==> config.mk <==
export PLATFORM = sky130hd
export DESIGN_NAME = vds_seq
export DESIGN_NICKNAME = d
export VERILOG_FILES = /design/src/vds_pkg.sv /design/src/vds_ref_if.sv /design/src/vds_seq.sv /design/src/vds_ref_decode.sv
export SDC_FILE = /design/constraint.sdc
export NUM_CORES = 1
export LEC_CHECK = 0
export BUFFER_PORTS_ARGS = -buffer_cell sky130_fd_sc_hd__buf_2
export CAP_MARGIN = 15
export CORE_AREA = 2 2 102 104
export DETAILED_ROUTE_END_ITERATION = 10
export DIE_AREA = 0 0 104 106
export GPL_TIMING_DRIVEN = 1
export PLACE_DENSITY = 0.95
export SETUP_SLACK_MARGIN = 0.3
export SYNTH_ARGS = -nofsm -noshare
export SYNTH_HDL_FRONTEND = slang
export SYNTH_SLANG_ARGS = --single-unit
==> constraint.sdc <==
create_clock -name clock -period 17 [get_ports clock]
set_input_delay 3.4 -clock clock [delete_from_list [all_inputs] [get_ports clock]]
set_output_delay 3.4 -clock clock [all_outputs]
set_load 0.1 [all_outputs]
==> src/vds_pkg.sv <==
package vds_pkg;

    // Reference level in millivolts
    localparam int REF_W = 12;
    localparam logic [11:0] REF_HI_BASE_MV = 12'h7d0;
    localparam logic [11:0] REF_HI_STEP_MV = 12'h032;
    localparam logic [11:0] REF_LO_BASE_MV = 12'h4fb;
    localparam logic [11:0] REF_LO_STEP_MV = 12'h019;
    localparam logic [11:0] REF_RESET_MV = 12'h000;
    localparam logic [4:0] CODE_RESET = 5'h1f;
    localparam logic [4:0] CODE_OFF_LO = 5'h0f;
    localparam logic [4:0] CODE_OFF_HI = 5'h1f;

    // Tolerance window for output good, in percent
    localparam int GOOD_TOL_PCT = 10;

    // Sequencer states, Gray along the start-up path
    typedef enum logic [1:0] {
        VDS_OFF = 2'b00,
        VDS_SLOW = 2'b01,
        VDS_RUN = 2'b11,
        VDS_FAULT = 2'b10
    } vds_state_t;

endpackage : vds_pkg

==> src/vds_ref_if.sv <==
`timescale 1ns/1ps
interface vds_ref_if;
    logic [4:0] code;
    logic [11:0] ref_mv;
    logic [11:0] good_lo_mv;
    logic [11:0] good_hi_mv;
    logic no_cpu;

    modport dec (input code, output ref_mv, good_lo_mv, good_hi_mv, no_cpu);
    modport seq (output code, input ref_mv, good_lo_mv, good_hi_mv, no_cpu);
endinterface : vds_ref_if

==> src/vds_seq.sv <==
// Operation
// RULE1: Start soft-start only when supply is above rise threshold and enabled.
// RULE2: Supply below fall threshold disables all converter operation.
// RULE3: Enable high or open counts as permission to start.
// RULE4: First phase uses low ramp current until ramp reaches 0.9V.
// RULE5: At 0.9V switch to high current, track reference, flag done.
// RULE6: Above 0.9V ramp sources and sinks to follow the code.
// RULE7: I/O soft-start follows the core ramp and ends with it.
// RULE8: Code changes during run move reference at ramp slew. The code steps core_ref_mv to the new level at once, with no slew.
// RULE9: Low-half codes decode 2.00V down to 1.30V in 50mV steps.
// RULE10: High-half codes decode 1.275V down to 0.925V in 25mV steps.
// RULE11: Codes 01111 and 11111 shut down and force output good low.
// RULE12: Open code pins read as one through pull-ups.
// RULE13: Good, under and over thresholds derive from decoded reference.
// RULE14: Processor grounds a bit for zero, opens it for one.
// RULE15: Light load with discontinuous current selects hysteretic mode.
// RULE16: Hysteretic comparator decisions are synchronised to main clock.
// RULE17: Continuous inductor current returns converter to PWM.
// RULE18: Latched fault clears when enable cycles low then high.
// RULE19: Output good low when core output outside ten percent window.
// RULE20: All comparator flags pass two flip-flops before use.
`timescale 1ns/1ps
module vds_seq (
    // Clock and reset
    input wire logic clock,
    input wire logic reset_n,
    // Pins, already resolved with pull-ups high when open
    input wire logic enable_pin,
    input wire logic [4:0] voltage_code_bits,
    // Comparator flags
    input wire logic supply_above_rise,
    input wire logic supply_below_fall,
    input wire logic ramp_at_thresh,
    input wire logic ramp_at_ref,
    input wire logic core_in_window,
    input wire logic io_in_window,
    input wire logic undervoltage_protection,
    input wire logic overvoltage_protection,
    input wire logic [1:0] inductor_continuous,
    input wire logic [1:0] hyst_compare,
    // Control outputs
    output logic converters_on,
    output logic ramp_low_current,
    output logic ramp_high_current,
    output logic ramp_track,
    output logic io_ramp_on,
    output logic softstart_done,
    output logic fault_latched,
    output logic output_good_flag,
    output logic [1:0] hyst_mode,
    output logic [1:0] hyst_decision,
    output logic [11:0] core_ref_mv,
    output logic [11:0] good_lo_mv,
    output logic [11:0] good_hi_mv
);

    // ***********************
    // Input synchronisers
    // ***********************
    localparam int NS = 18;
    wire [NS-1:0] raw = {enable_pin, voltage_code_bits, supply_above_rise,
        supply_below_fall, ramp_at_thresh, ramp_at_ref, core_in_window,
        io_in_window, undervoltage_protection, overvoltage_protection,
        inductor_continuous, hyst_compare};
    logic [NS-1:0] sync1;
    logic [NS-1:0] sync2;
    localparam logic [NS-1:0] SYNC_RESET = {1'b0, 5'h1f, 12'h000};

    always_ff @(posedge clock or negedge reset_n) begin
        if (!reset_n) begin
            sync1 <= SYNC_RESET;
            sync2 <= SYNC_RESET;
        end else begin
            sync1 <= raw; // [RULE20]
            sync2 <= sync1; // [RULE20]
        end
    end

    wire en_s = sync2[17];
    wire [4:0] code_s = sync2[16:12]; // [RULE12] [RULE14]
    wire rise_s = sync2[11];
    wire fall_s = sync2[10];
    wire thresh_s = sync2[9];
    wire core_ok_s = sync2[7];
    wire io_ok_s = sync2[6];
    wire uv_s = sync2[5];
    wire ov_s = sync2[4];
    wire [1:0] cont_s = sync2[3:2];
    wire [1:0] hcmp_s = sync2[1:0];

    // ***********************
    // Code qualification
    // ***********************
    // Pin skew can pass a false no-processor code
    logic [4:0] code_prev;
    logic [4:0] code_ok;
    wire code_steady = (code_s == code_prev);

    always_ff @(posedge clock or negedge reset_n) begin
        if (!reset_n) begin
            code_prev <= vds_pkg::CODE_RESET;
            code_ok <= vds_pkg::CODE_RESET;
        end else begin
            code_prev <= code_s;
            if (code_steady) begin
                code_ok <= code_s; // [RULE8]
            end
        end
    end

    // ***********************
    // Reference decode
    // ***********************
    vds_ref_if rif ();
    assign rif.code = code_ok; // [RULE8]
    vds_ref_decode u_dec (
        .rif(rif)
    );

    // ***********************
    // Sequencer
    // ***********************
    vds_pkg::vds_state_t state;
    vds_pkg::vds_state_t next_state;
    logic en_prev;
    logic powered;
    wire en_rise = en_s && !en_prev;
    wire kill = fall_s || !en_s || rif.no_cpu; // [RULE2] [RULE11]
    wire start_ok = powered && en_s && !rif.no_cpu; // [RULE1] [RULE3]

    always_ff @(posedge clock or negedge reset_n) begin
        if (!reset_n) begin
            powered <= 1'b0;
        end else if (fall_s) begin
            powered <= 1'b0; // [RULE2]
        end else if (rise_s) begin
            powered <= 1'b1; // [RULE1]
        end
    end

    always_comb begin
        next_state = state;
        case (state)
            vds_pkg::VDS_OFF: begin
                if (start_ok) begin
                    next_state = vds_pkg::VDS_SLOW; // [RULE1]
                end
            end
            vds_pkg::VDS_SLOW: begin
                if (kill || !powered) begin
                    next_state = vds_pkg::VDS_OFF;
                end else if (uv_s) begin
                    next_state = vds_pkg::VDS_FAULT;
                end else if (thresh_s) begin
                    next_state = vds_pkg::VDS_RUN; // [RULE5]
                end
            end
            vds_pkg::VDS_RUN: begin
                if (kill || !powered) begin
                    next_state = vds_pkg::VDS_OFF;
                end else if (uv_s) begin
                    next_state = vds_pkg::VDS_FAULT;
                end
            end
            vds_pkg::VDS_FAULT: begin
                if (fall_s) begin
                    next_state = vds_pkg::VDS_OFF; // [RULE2]
                end else if (!en_s) begin
                    next_state = vds_pkg::VDS_OFF; // [RULE18]
                end
            end
            default: begin
                next_state = vds_pkg::VDS_OFF;
            end
        endcase
    end

    always_ff @(posedge clock or negedge reset_n) begin
        if (!reset_n) begin
            state <= vds_pkg::VDS_OFF;
            en_prev <= 1'b0;
        end else begin
            state <= next_state;
            en_prev <= en_s;
        end
    end

    // ***********************
    // Outputs
    // ***********************
    wire in_slow = (next_state == vds_pkg::VDS_SLOW);
    wire in_run = (next_state == vds_pkg::VDS_RUN);
    wire good_now = in_run && core_ok_s && io_ok_s && !uv_s && !ov_s;

    // Mode selection per converter
    logic [1:0] next_hyst;
    always_comb begin
        next_hyst = hyst_mode;
        for (int i = 0; i < 2; i++) begin
            if (!(in_slow || in_run)) begin
                next_hyst[i] = 1'b0;
            end else if (!cont_s[i]) begin
                next_hyst[i] = 1'b1; // [RULE15]
            end else begin
                next_hyst[i] = 1'b0; // [RULE17]
            end
        end
    end

    always_ff @(posedge clock or negedge reset_n) begin
        if (!reset_n) begin
            converters_on <= 1'b0;
            ramp_low_current <= 1'b0;
            ramp_high_current <= 1'b0;
            ramp_track <= 1'b0;
            io_ramp_on <= 1'b0;
            softstart_done <= 1'b0;
            fault_latched <= 1'b0;
            output_good_flag <= 1'b0;
            hyst_mode <= 2'h0;
            hyst_decision <= 2'h0;
            core_ref_mv <= vds_pkg::REF_RESET_MV;
            good_lo_mv <= vds_pkg::REF_RESET_MV;
            good_hi_mv <= vds_pkg::REF_RESET_MV;
        end else begin
            converters_on <= in_slow || in_run; // [RULE2]
            ramp_low_current <= in_slow; // [RULE4]
            ramp_high_current <= in_run; // [RULE5]
            ramp_track <= in_run; // [RULE6]
            io_ramp_on <= in_slow || in_run; // [RULE7]
            softstart_done <= in_run; // [RULE5] [RULE7]
            fault_latched <= (next_state == vds_pkg::VDS_FAULT);
            output_good_flag <= good_now && !rif.no_cpu; // [RULE11] [RULE19]
            hyst_mode <= next_hyst;
            hyst_decision <= next_hyst & hcmp_s; // [RULE16]
            core_ref_mv <= rif.ref_mv; // [RULE8] [RULE13]
            good_lo_mv <= rif.good_lo_mv; // [RULE13]
            good_hi_mv <= rif.good_hi_mv; // [RULE13]
        end
    end

    // ***********************
    // Assertions
    // ***********************
    AST_NOCPU_NOT_GOOD: assert property ( // [RULE11]
        @(posedge clock) disable iff (!reset_n)
        rif.no_cpu |=> !output_good_flag)
        else $error("output good high with no processor code");

    AST_FALL_OFF: assert property ( // [RULE2]
        @(posedge clock) disable iff (!reset_n)
        fall_s |=> !converters_on)
        else $error("converters on after supply fall");

    AST_START_NEEDS_POWER: assert property ( // [RULE1]
        @(posedge clock) disable iff (!reset_n)
        $rose(ramp_low_current) |-> $past(powered) && $past(en_s))
        else $error("soft-start began without supply and enable");

    AST_SLOW_EXCL: assert property ( // [RULE4]
        @(posedge clock) disable iff (!reset_n)
        !(ramp_low_current && ramp_high_current))
        else $error("both ramp currents selected");

    AST_DONE_AFTER_THRESH: assert property ( // [RULE5]
        @(posedge clock) disable iff (!reset_n)
        $rose(softstart_done) |-> $past(thresh_s))
        else $error("soft-start done without ramp threshold");

    AST_IO_FOLLOWS: assert property ( // [RULE7]
        @(posedge clock) disable iff (!reset_n)
        softstart_done |-> io_ramp_on && ramp_track)
        else $error("io ramp not slaved to core ramp");

    AST_GOOD_WINDOW: assert property ( // [RULE19]
        @(posedge clock) disable iff (!reset_n)
        !core_ok_s |=> !output_good_flag)
        else $error("output good high outside window");

    AST_HYST_DISC: assert property ( // [RULE15]
        @(posedge clock) disable iff (!reset_n)
        converters_on && next_state != vds_pkg::VDS_OFF && !cont_s[0]
        && next_state != vds_pkg::VDS_FAULT |=> hyst_mode[0])
        else $error("hysteretic mode not entered");

    AST_PWM_BACK: assert property ( // [RULE17]
        @(posedge clock) disable iff (!reset_n)
        cont_s[1] |=> !hyst_mode[1])
        else $error("pwm not restored");

    AST_FAULT_HOLD: assert property ( // [RULE18]
        @(posedge clock) disable iff (!reset_n)
        fault_latched && en_s && !fall_s |=> fault_latched)
        else $error("fault cleared without enable cycle");

    AST_RESTART_ON_EN: assert property ( // [RULE18]
        @(posedge clock) disable iff (!reset_n)
        state == vds_pkg::VDS_OFF && en_rise && start_ok |=> ramp_low_current)
        else $error("enable rise did not restart soft-start");

    AST_RUN_HIGH_CURRENT: assert property ( // [RULE5]
        @(posedge clock) disable iff (!reset_n)
        softstart_done |-> ramp_high_current && !ramp_low_current)
        else $error("high ramp current missing after soft-start");

    AST_LOW_IN_SLOW: assert property ( // [RULE4]
        @(posedge clock) disable iff (!reset_n)
        ramp_low_current |-> converters_on && !softstart_done)
        else $error("low ramp current outside first phase");

    AST_REF_THRESH: assert property ( // [RULE13]
        @(posedge clock) disable iff (!reset_n)
        core_ref_mv != vds_pkg::REF_RESET_MV
        |-> good_lo_mv < core_ref_mv && good_hi_mv > core_ref_mv)
        else $error("thresholds not around the reference");

    AST_HYST_SYNC: assert property ( // [RULE16]
        @(posedge clock) disable iff (!reset_n)
        hyst_decision == (hyst_mode & $past(hcmp_s)))
        else $error("hysteretic decision not clocked from comparator");

    AST_POWER_GATE: assert property ( // [RULE2]
        @(posedge clock) disable iff (!reset_n)
        !powered |=> !converters_on)
        else $error("converters on without supply");

endmodule : vds_seq

==> src/vds_ref_decode.sv <==
`timescale 1ns/1ps
module vds_ref_decode (
    vds_ref_if.dec rif
);

    // ***********************
    // Code to reference level
    // ***********************
    function automatic logic [11:0] vds_level(input logic [4:0] c);
        logic [11:0] idx;
        idx = {8'h00, c[3:0]};
        if (c[4]) begin
            vds_level = 12'(vds_pkg::REF_LO_BASE_MV -
                12'(idx * vds_pkg::REF_LO_STEP_MV));
        end else begin
            vds_level = 12'(vds_pkg::REF_HI_BASE_MV -
                12'(idx * vds_pkg::REF_HI_STEP_MV));
        end
    endfunction : vds_level

    wire [11:0] level_mv = vds_level(rif.code); // [RULE9] [RULE10]
    wire [11:0] base_mv = rif.no_cpu ? vds_pkg::REF_RESET_MV : level_mv;
    wire [15:0] tol_mv = 16'({4'h0, base_mv} * 16'(vds_pkg::GOOD_TOL_PCT))
        / 16'h0064;

    assign rif.no_cpu = (rif.code == vds_pkg::CODE_OFF_LO) ||
        (rif.code == vds_pkg::CODE_OFF_HI); // [RULE11]
    assign rif.ref_mv = base_mv;
    // Thresholds share the same reference
    assign rif.good_lo_mv = 12'(base_mv - tol_mv[11:0]); // [RULE13] [RULE19]
    assign rif.good_hi_mv = 12'(base_mv + tol_mv[11:0]); // [RULE13]

endmodule : vds_ref_decode

==> Implementation_results.wiki <==
{| class="wikitable"
! Metric !! Value
|-
| Outcome || complete, no violations
|-
| Post-layout utilization of the core || between 60% and 70%
|-
| Number of antenna violations at the first check in global routing || 0
|-
| Clock skew after layout || 0.0113 ns
|-
| Number of I/O pins || 68
|-
| Gr usage total || between 20% and 30%
|-
| Number of synthesized flops with an enable pin || 0
|-
| Port Buf Inserts || 65
|-
| Clock sink count || 90
|-
| Total of max-cap violations || 0
|-
| Syn nets || ~740
|-
| Antenna-violating nets left || 0
|-
| Async set or reset register ratio after synthesis || 100%
|-
| Die footprint || 0.0110 mm2
|-
| Kind of critical path || flop to flop
|-
| Final layout net count || 795
|-
| Routability congestion estimate from global placement || 0.963
|-
| Grt peak-use layer || met2
|-
| Hold WC Path Type || flop to flop
|-
| Total vias in the final route || 5459
|-
| Setup slack of the most critical reg-to-reg path || 4.53 ns
|-
| Setup total negative slack || 0 ns
|-
| Std-Cell Core Area || approximately 0.01 mm2
|-
| Number of vias per cell after detailed routing || 6.36
|-
| DRC errors left || 0
|-
| Netlist area before placement || approximately 0.0064 mm2
|-
| Count of instances resized after the clock tree is built || 0
|-
| Post-synthesis to final-layout area growth || 10.0%
|-
| Total setup buffers inserted after CTS || 0
|-
| Setup violators final || 0
|-
| Number of hold violations in the final report || 0
|-
| Effective utilization at floorplan || 63.5%
|-
| Hold Startpoint || sync1[1]
|-
| Data arrival at the endpoint of the critical path || 12.71 ns
|-
| Cell seen most often among critical-path stages || sky130_fd_sc_hd__ha_1
|-
| Met2 routing resource usage after global routing || 52.1%
|-
| Sum of net half-perimeters after detailed placement || 11400 um
|-
| Worst hold path cell count || 0
|-
| Highest cell delay on the worst timing path || 0.76 ns
|-
| Via count of the first global-routing pass || 5517
|-
| GR met3 Demand/Resource || 6.01%
|-
| Quantity of hold-fixing buffers added after cts || 0
|-
| Capture instance of the worst register-to-register path || good_hi_mv[10]
|-
| Tightest Pin Transition || around 1 ns
|-
| Endpoint of the worst hold path || sync2[1]
|-
| Distinct cell type count after synthesis || 93
|-
| Clock Latency Late Sink || 0.37 ns
|-
| Maximum number of pins on one net before global-route repair || 91
|-
| Endpoint required time on the critical path || 17.24 ns
|-
| Number of flip-flops and latches in the synthesized netlist || 90
|-
| Drt total wl || 15700 um
|-
| Clk buf depth || 2
|-
| Critical R2R Launch || code_ok[0]
|-
| Length in cells of the worst reg-to-reg path || 43
|-
| Max Freq || 80.2 MHz
|-
| Chip Width || 104 um
|-
| First drt pass iteration count || 7
|-
| Cell at the slowest stage of the critical path || sky130_fd_sc_hd__o211ai_1
|-
| Average cell area after synthesis || 9.63 um2
|-
| Routed length per placed instance || 18.3 um
|-
| Root cell of the clock tree || sky130_fd_sc_hd__clkbuf_8
|-
| Total clock buffers created by CTS || 9
|-
| Headroom to the max-slew limit || 33.8%
|-
| H-tree levels || 3
|-
| Setup repair after global routing missed its margin || false
|-
| CTS tree || done
|-
| Element type at the critical path end || flop
|-
| Routing usage on met1 || 35.7%
|-
| Main flop type after synthesis || sky130_fd_sc_hd__dfrtp_1
|-
| Fraction of final layout cells with drive strength greater than 1 || 19.5%
|-
| Total number of yosys warnings || 0
|-
| Final min period || 12.47 ns
|-
| DRT iter0 DRCs || roughly 440
|-
| Element type at the critical path start || flop
|-
| Clk slew on worst S/H paths || 0.10 ns
|-
| Maximum fanout along the worst path || 11
|-
| Cells after synthesis || 660
|-
| Ant diodes || 0
|-
| Max-slew violation count || 0
|-
| Die H || 106 um
|-
| Register area share after synthesis || between 30% and 40%
|-
| First-pass GRT wire length || 26300 um
|-
| Share of the clock period used by the worst path || 73.4%
|-
| Worst Hold Slack || 0.347 ns
|-
| # rows || 37
|-
| Total congestion overflow || 0
|}
## cells in the mapped netlist, types with 7 or more instances
cell type	count	share of area (%)
sky130_fd_sc_hd__a211oi_1	13	1.5
sky130_fd_sc_hd__a21o_1	13	1.5
sky130_fd_sc_hd__a21oi_1	33	2.6
sky130_fd_sc_hd__and2_1	9	0.89
sky130_fd_sc_hd__dfrtp_1	70	28
sky130_fd_sc_hd__dfstp_2	20	8.3
sky130_fd_sc_hd__ha_1	54	11
sky130_fd_sc_hd__inv_1	38	2.2
sky130_fd_sc_hd__mux2i_1	12	1.9
sky130_fd_sc_hd__nand2_1	43	2.5
sky130_fd_sc_hd__nand2b_1	7	0.69
sky130_fd_sc_hd__nand3_1	17	1.3
sky130_fd_sc_hd__nor2_1	57	3.4
sky130_fd_sc_hd__nor3_1	22	1.7
sky130_fd_sc_hd__o211ai_1	11	1.3
sky130_fd_sc_hd__o21ai_0	16	1.3
sky130_fd_sc_hd__o21bai_1	10	1.2
sky130_fd_sc_hd__xnor2_1	31	4.3
sky130_fd_sc_hd__xor2_1	20	2.8
## cells in the final DEF, fill, tap and decap left out, types with 4 or more instances in the layout
cell type,count
sky130_fd_sc_hd__buf_2,64
sky130_fd_sc_hd__o31ai_1,4
sky130_fd_sc_hd__o21bai_1,10
sky130_fd_sc_hd__ha_1,54
sky130_fd_sc_hd__xnor2_1,31
sky130_fd_sc_hd__o31a_1,4
sky130_fd_sc_hd__or3_1,5
sky130_fd_sc_hd__nand2b_1,7
sky130_fd_sc_hd__inv_1,38
sky130_fd_sc_hd__nor2_1,57
sky130_fd_sc_hd__clkbuf_8,9
sky130_fd_sc_hd__dfrtp_1,70
sky130_fd_sc_hd__nand3_1,17
sky130_fd_sc_hd__and2_1,9
sky130_fd_sc_hd__and3_1,4
sky130_fd_sc_hd__fa_1,4
sky130_fd_sc_hd__xor2_1,20
sky130_fd_sc_hd__a211o_1,6
sky130_fd_sc_hd__nor3b_1,6
sky130_fd_sc_hd__nand2_1,43
sky130_fd_sc_hd__nand4_1,4
sky130_fd_sc_hd__o21ai_1,4
sky130_fd_sc_hd__dfstp_2,20
sky130_fd_sc_hd__a21oi_1,33
sky130_fd_sc_hd__mux2_2,5
sky130_fd_sc_hd__nor4_1,4
sky130_fd_sc_hd__o21ai_0,16
sky130_fd_sc_hd__o21a_1,5
sky130_fd_sc_hd__a31oi_1,6
sky130_fd_sc_hd__nor3_1,22
sky130_fd_sc_hd__o211ai_1,11
sky130_fd_sc_hd__a211oi_1,13
sky130_fd_sc_hd__a21o_1,13
sky130_fd_sc_hd__mux2i_1,12
## worst max path at each step
stage	start	to	slack [ns]
floorplan	code_ok[0]	good_hi_mv[10]	6.75
global route	code_ok[0]	good_lo_mv[10]	3.76
CTS	code_ok[0]	good_hi_mv[10]	4.81
global placement	code_ok[0]	good_hi_mv[10]	5.40
finish	code_ok[0]	good_hi_mv[10]	4.53
detailed placement	code_ok[0]	good_hi_mv[10]	5.03
## flip-flops by register name, indices dropped and copies added (netlist names)
| register | flops |
|---|---|
| code_ok | 5 |
| hyst_mode | 2 |
| sync2 | 17 |
| sync1 | 17 |
| hyst_decision | 2 |
| powered | 1 |
| fault_latched | 1 |
| code_prev | 5 |
| ramp_low_current | 1 |
| io_ramp_on | 1 |
| softstart_done | 1 |
| output_good_flag | 1 |
| good_hi_mv | 12 |
| good_lo_mv | 11 |
| core_ref_mv | 11 |
| state | 2 |
## critical path, delay by kind of cell (launching register included)
kind / cells / cell delay [ns]
compound gates: 20 / 5.66
simple gates: 9 / 2.04
buf+inv: 3 / 0.52
mux: 1 / 0.15
xor+xnor: 2 / 0.24
flops: 1 / 0.64
fa+ha+maj: 8 / 3.08
## per-stage QoR
stage | cells | setup WS, ns | cell area, um2
after floorplan | 660 | 6.75 | 6350
after global placement | 841 | 5.40 | 6750
after detailed placement | 841 | 5.03 | 6750
after CTS | 857 | 4.81 | 6960
after global routing | 858 | 3.76 | 6990
final | 858 | 4.53 | 6990
## routing by layer
layer,up-vias,share of wire (%)
met1,2645,40
met4,0,2.8
met2,268,50
met5,-,0
li1,2496,-
met3,50,6.8
## layout make-up
cell class | instances | area [um2]
clock buffer | 9 | 124
multi-input combinational | 507 | 3810
tap | 136 | 170
timing repair buffer | 66 | 355
clock inverter | 7 | 92.6
inverter | 43 | 164
fill | 705 | 3010
sequential | 90 | 2280
## cells by family after synthesis
family / after synthesis / synth area share, %
AND/OR/NAND/NOR: 203 / 16.2
buffers and inverters: 63 / 4.23
adder cells (fa/ha/maj): 62 / 12.5
multiplexers: 18 / 3.01
flip-flops: 90 / 35.8
other: 1 / 0.0590
XOR/XNOR: 51 / 7.03
AO/OA/AOI/OAI: 172 / 21.1
Power is not shown: default switching activity piles up to over one toggle a cycle in this logic, so the estimate is an artifact.
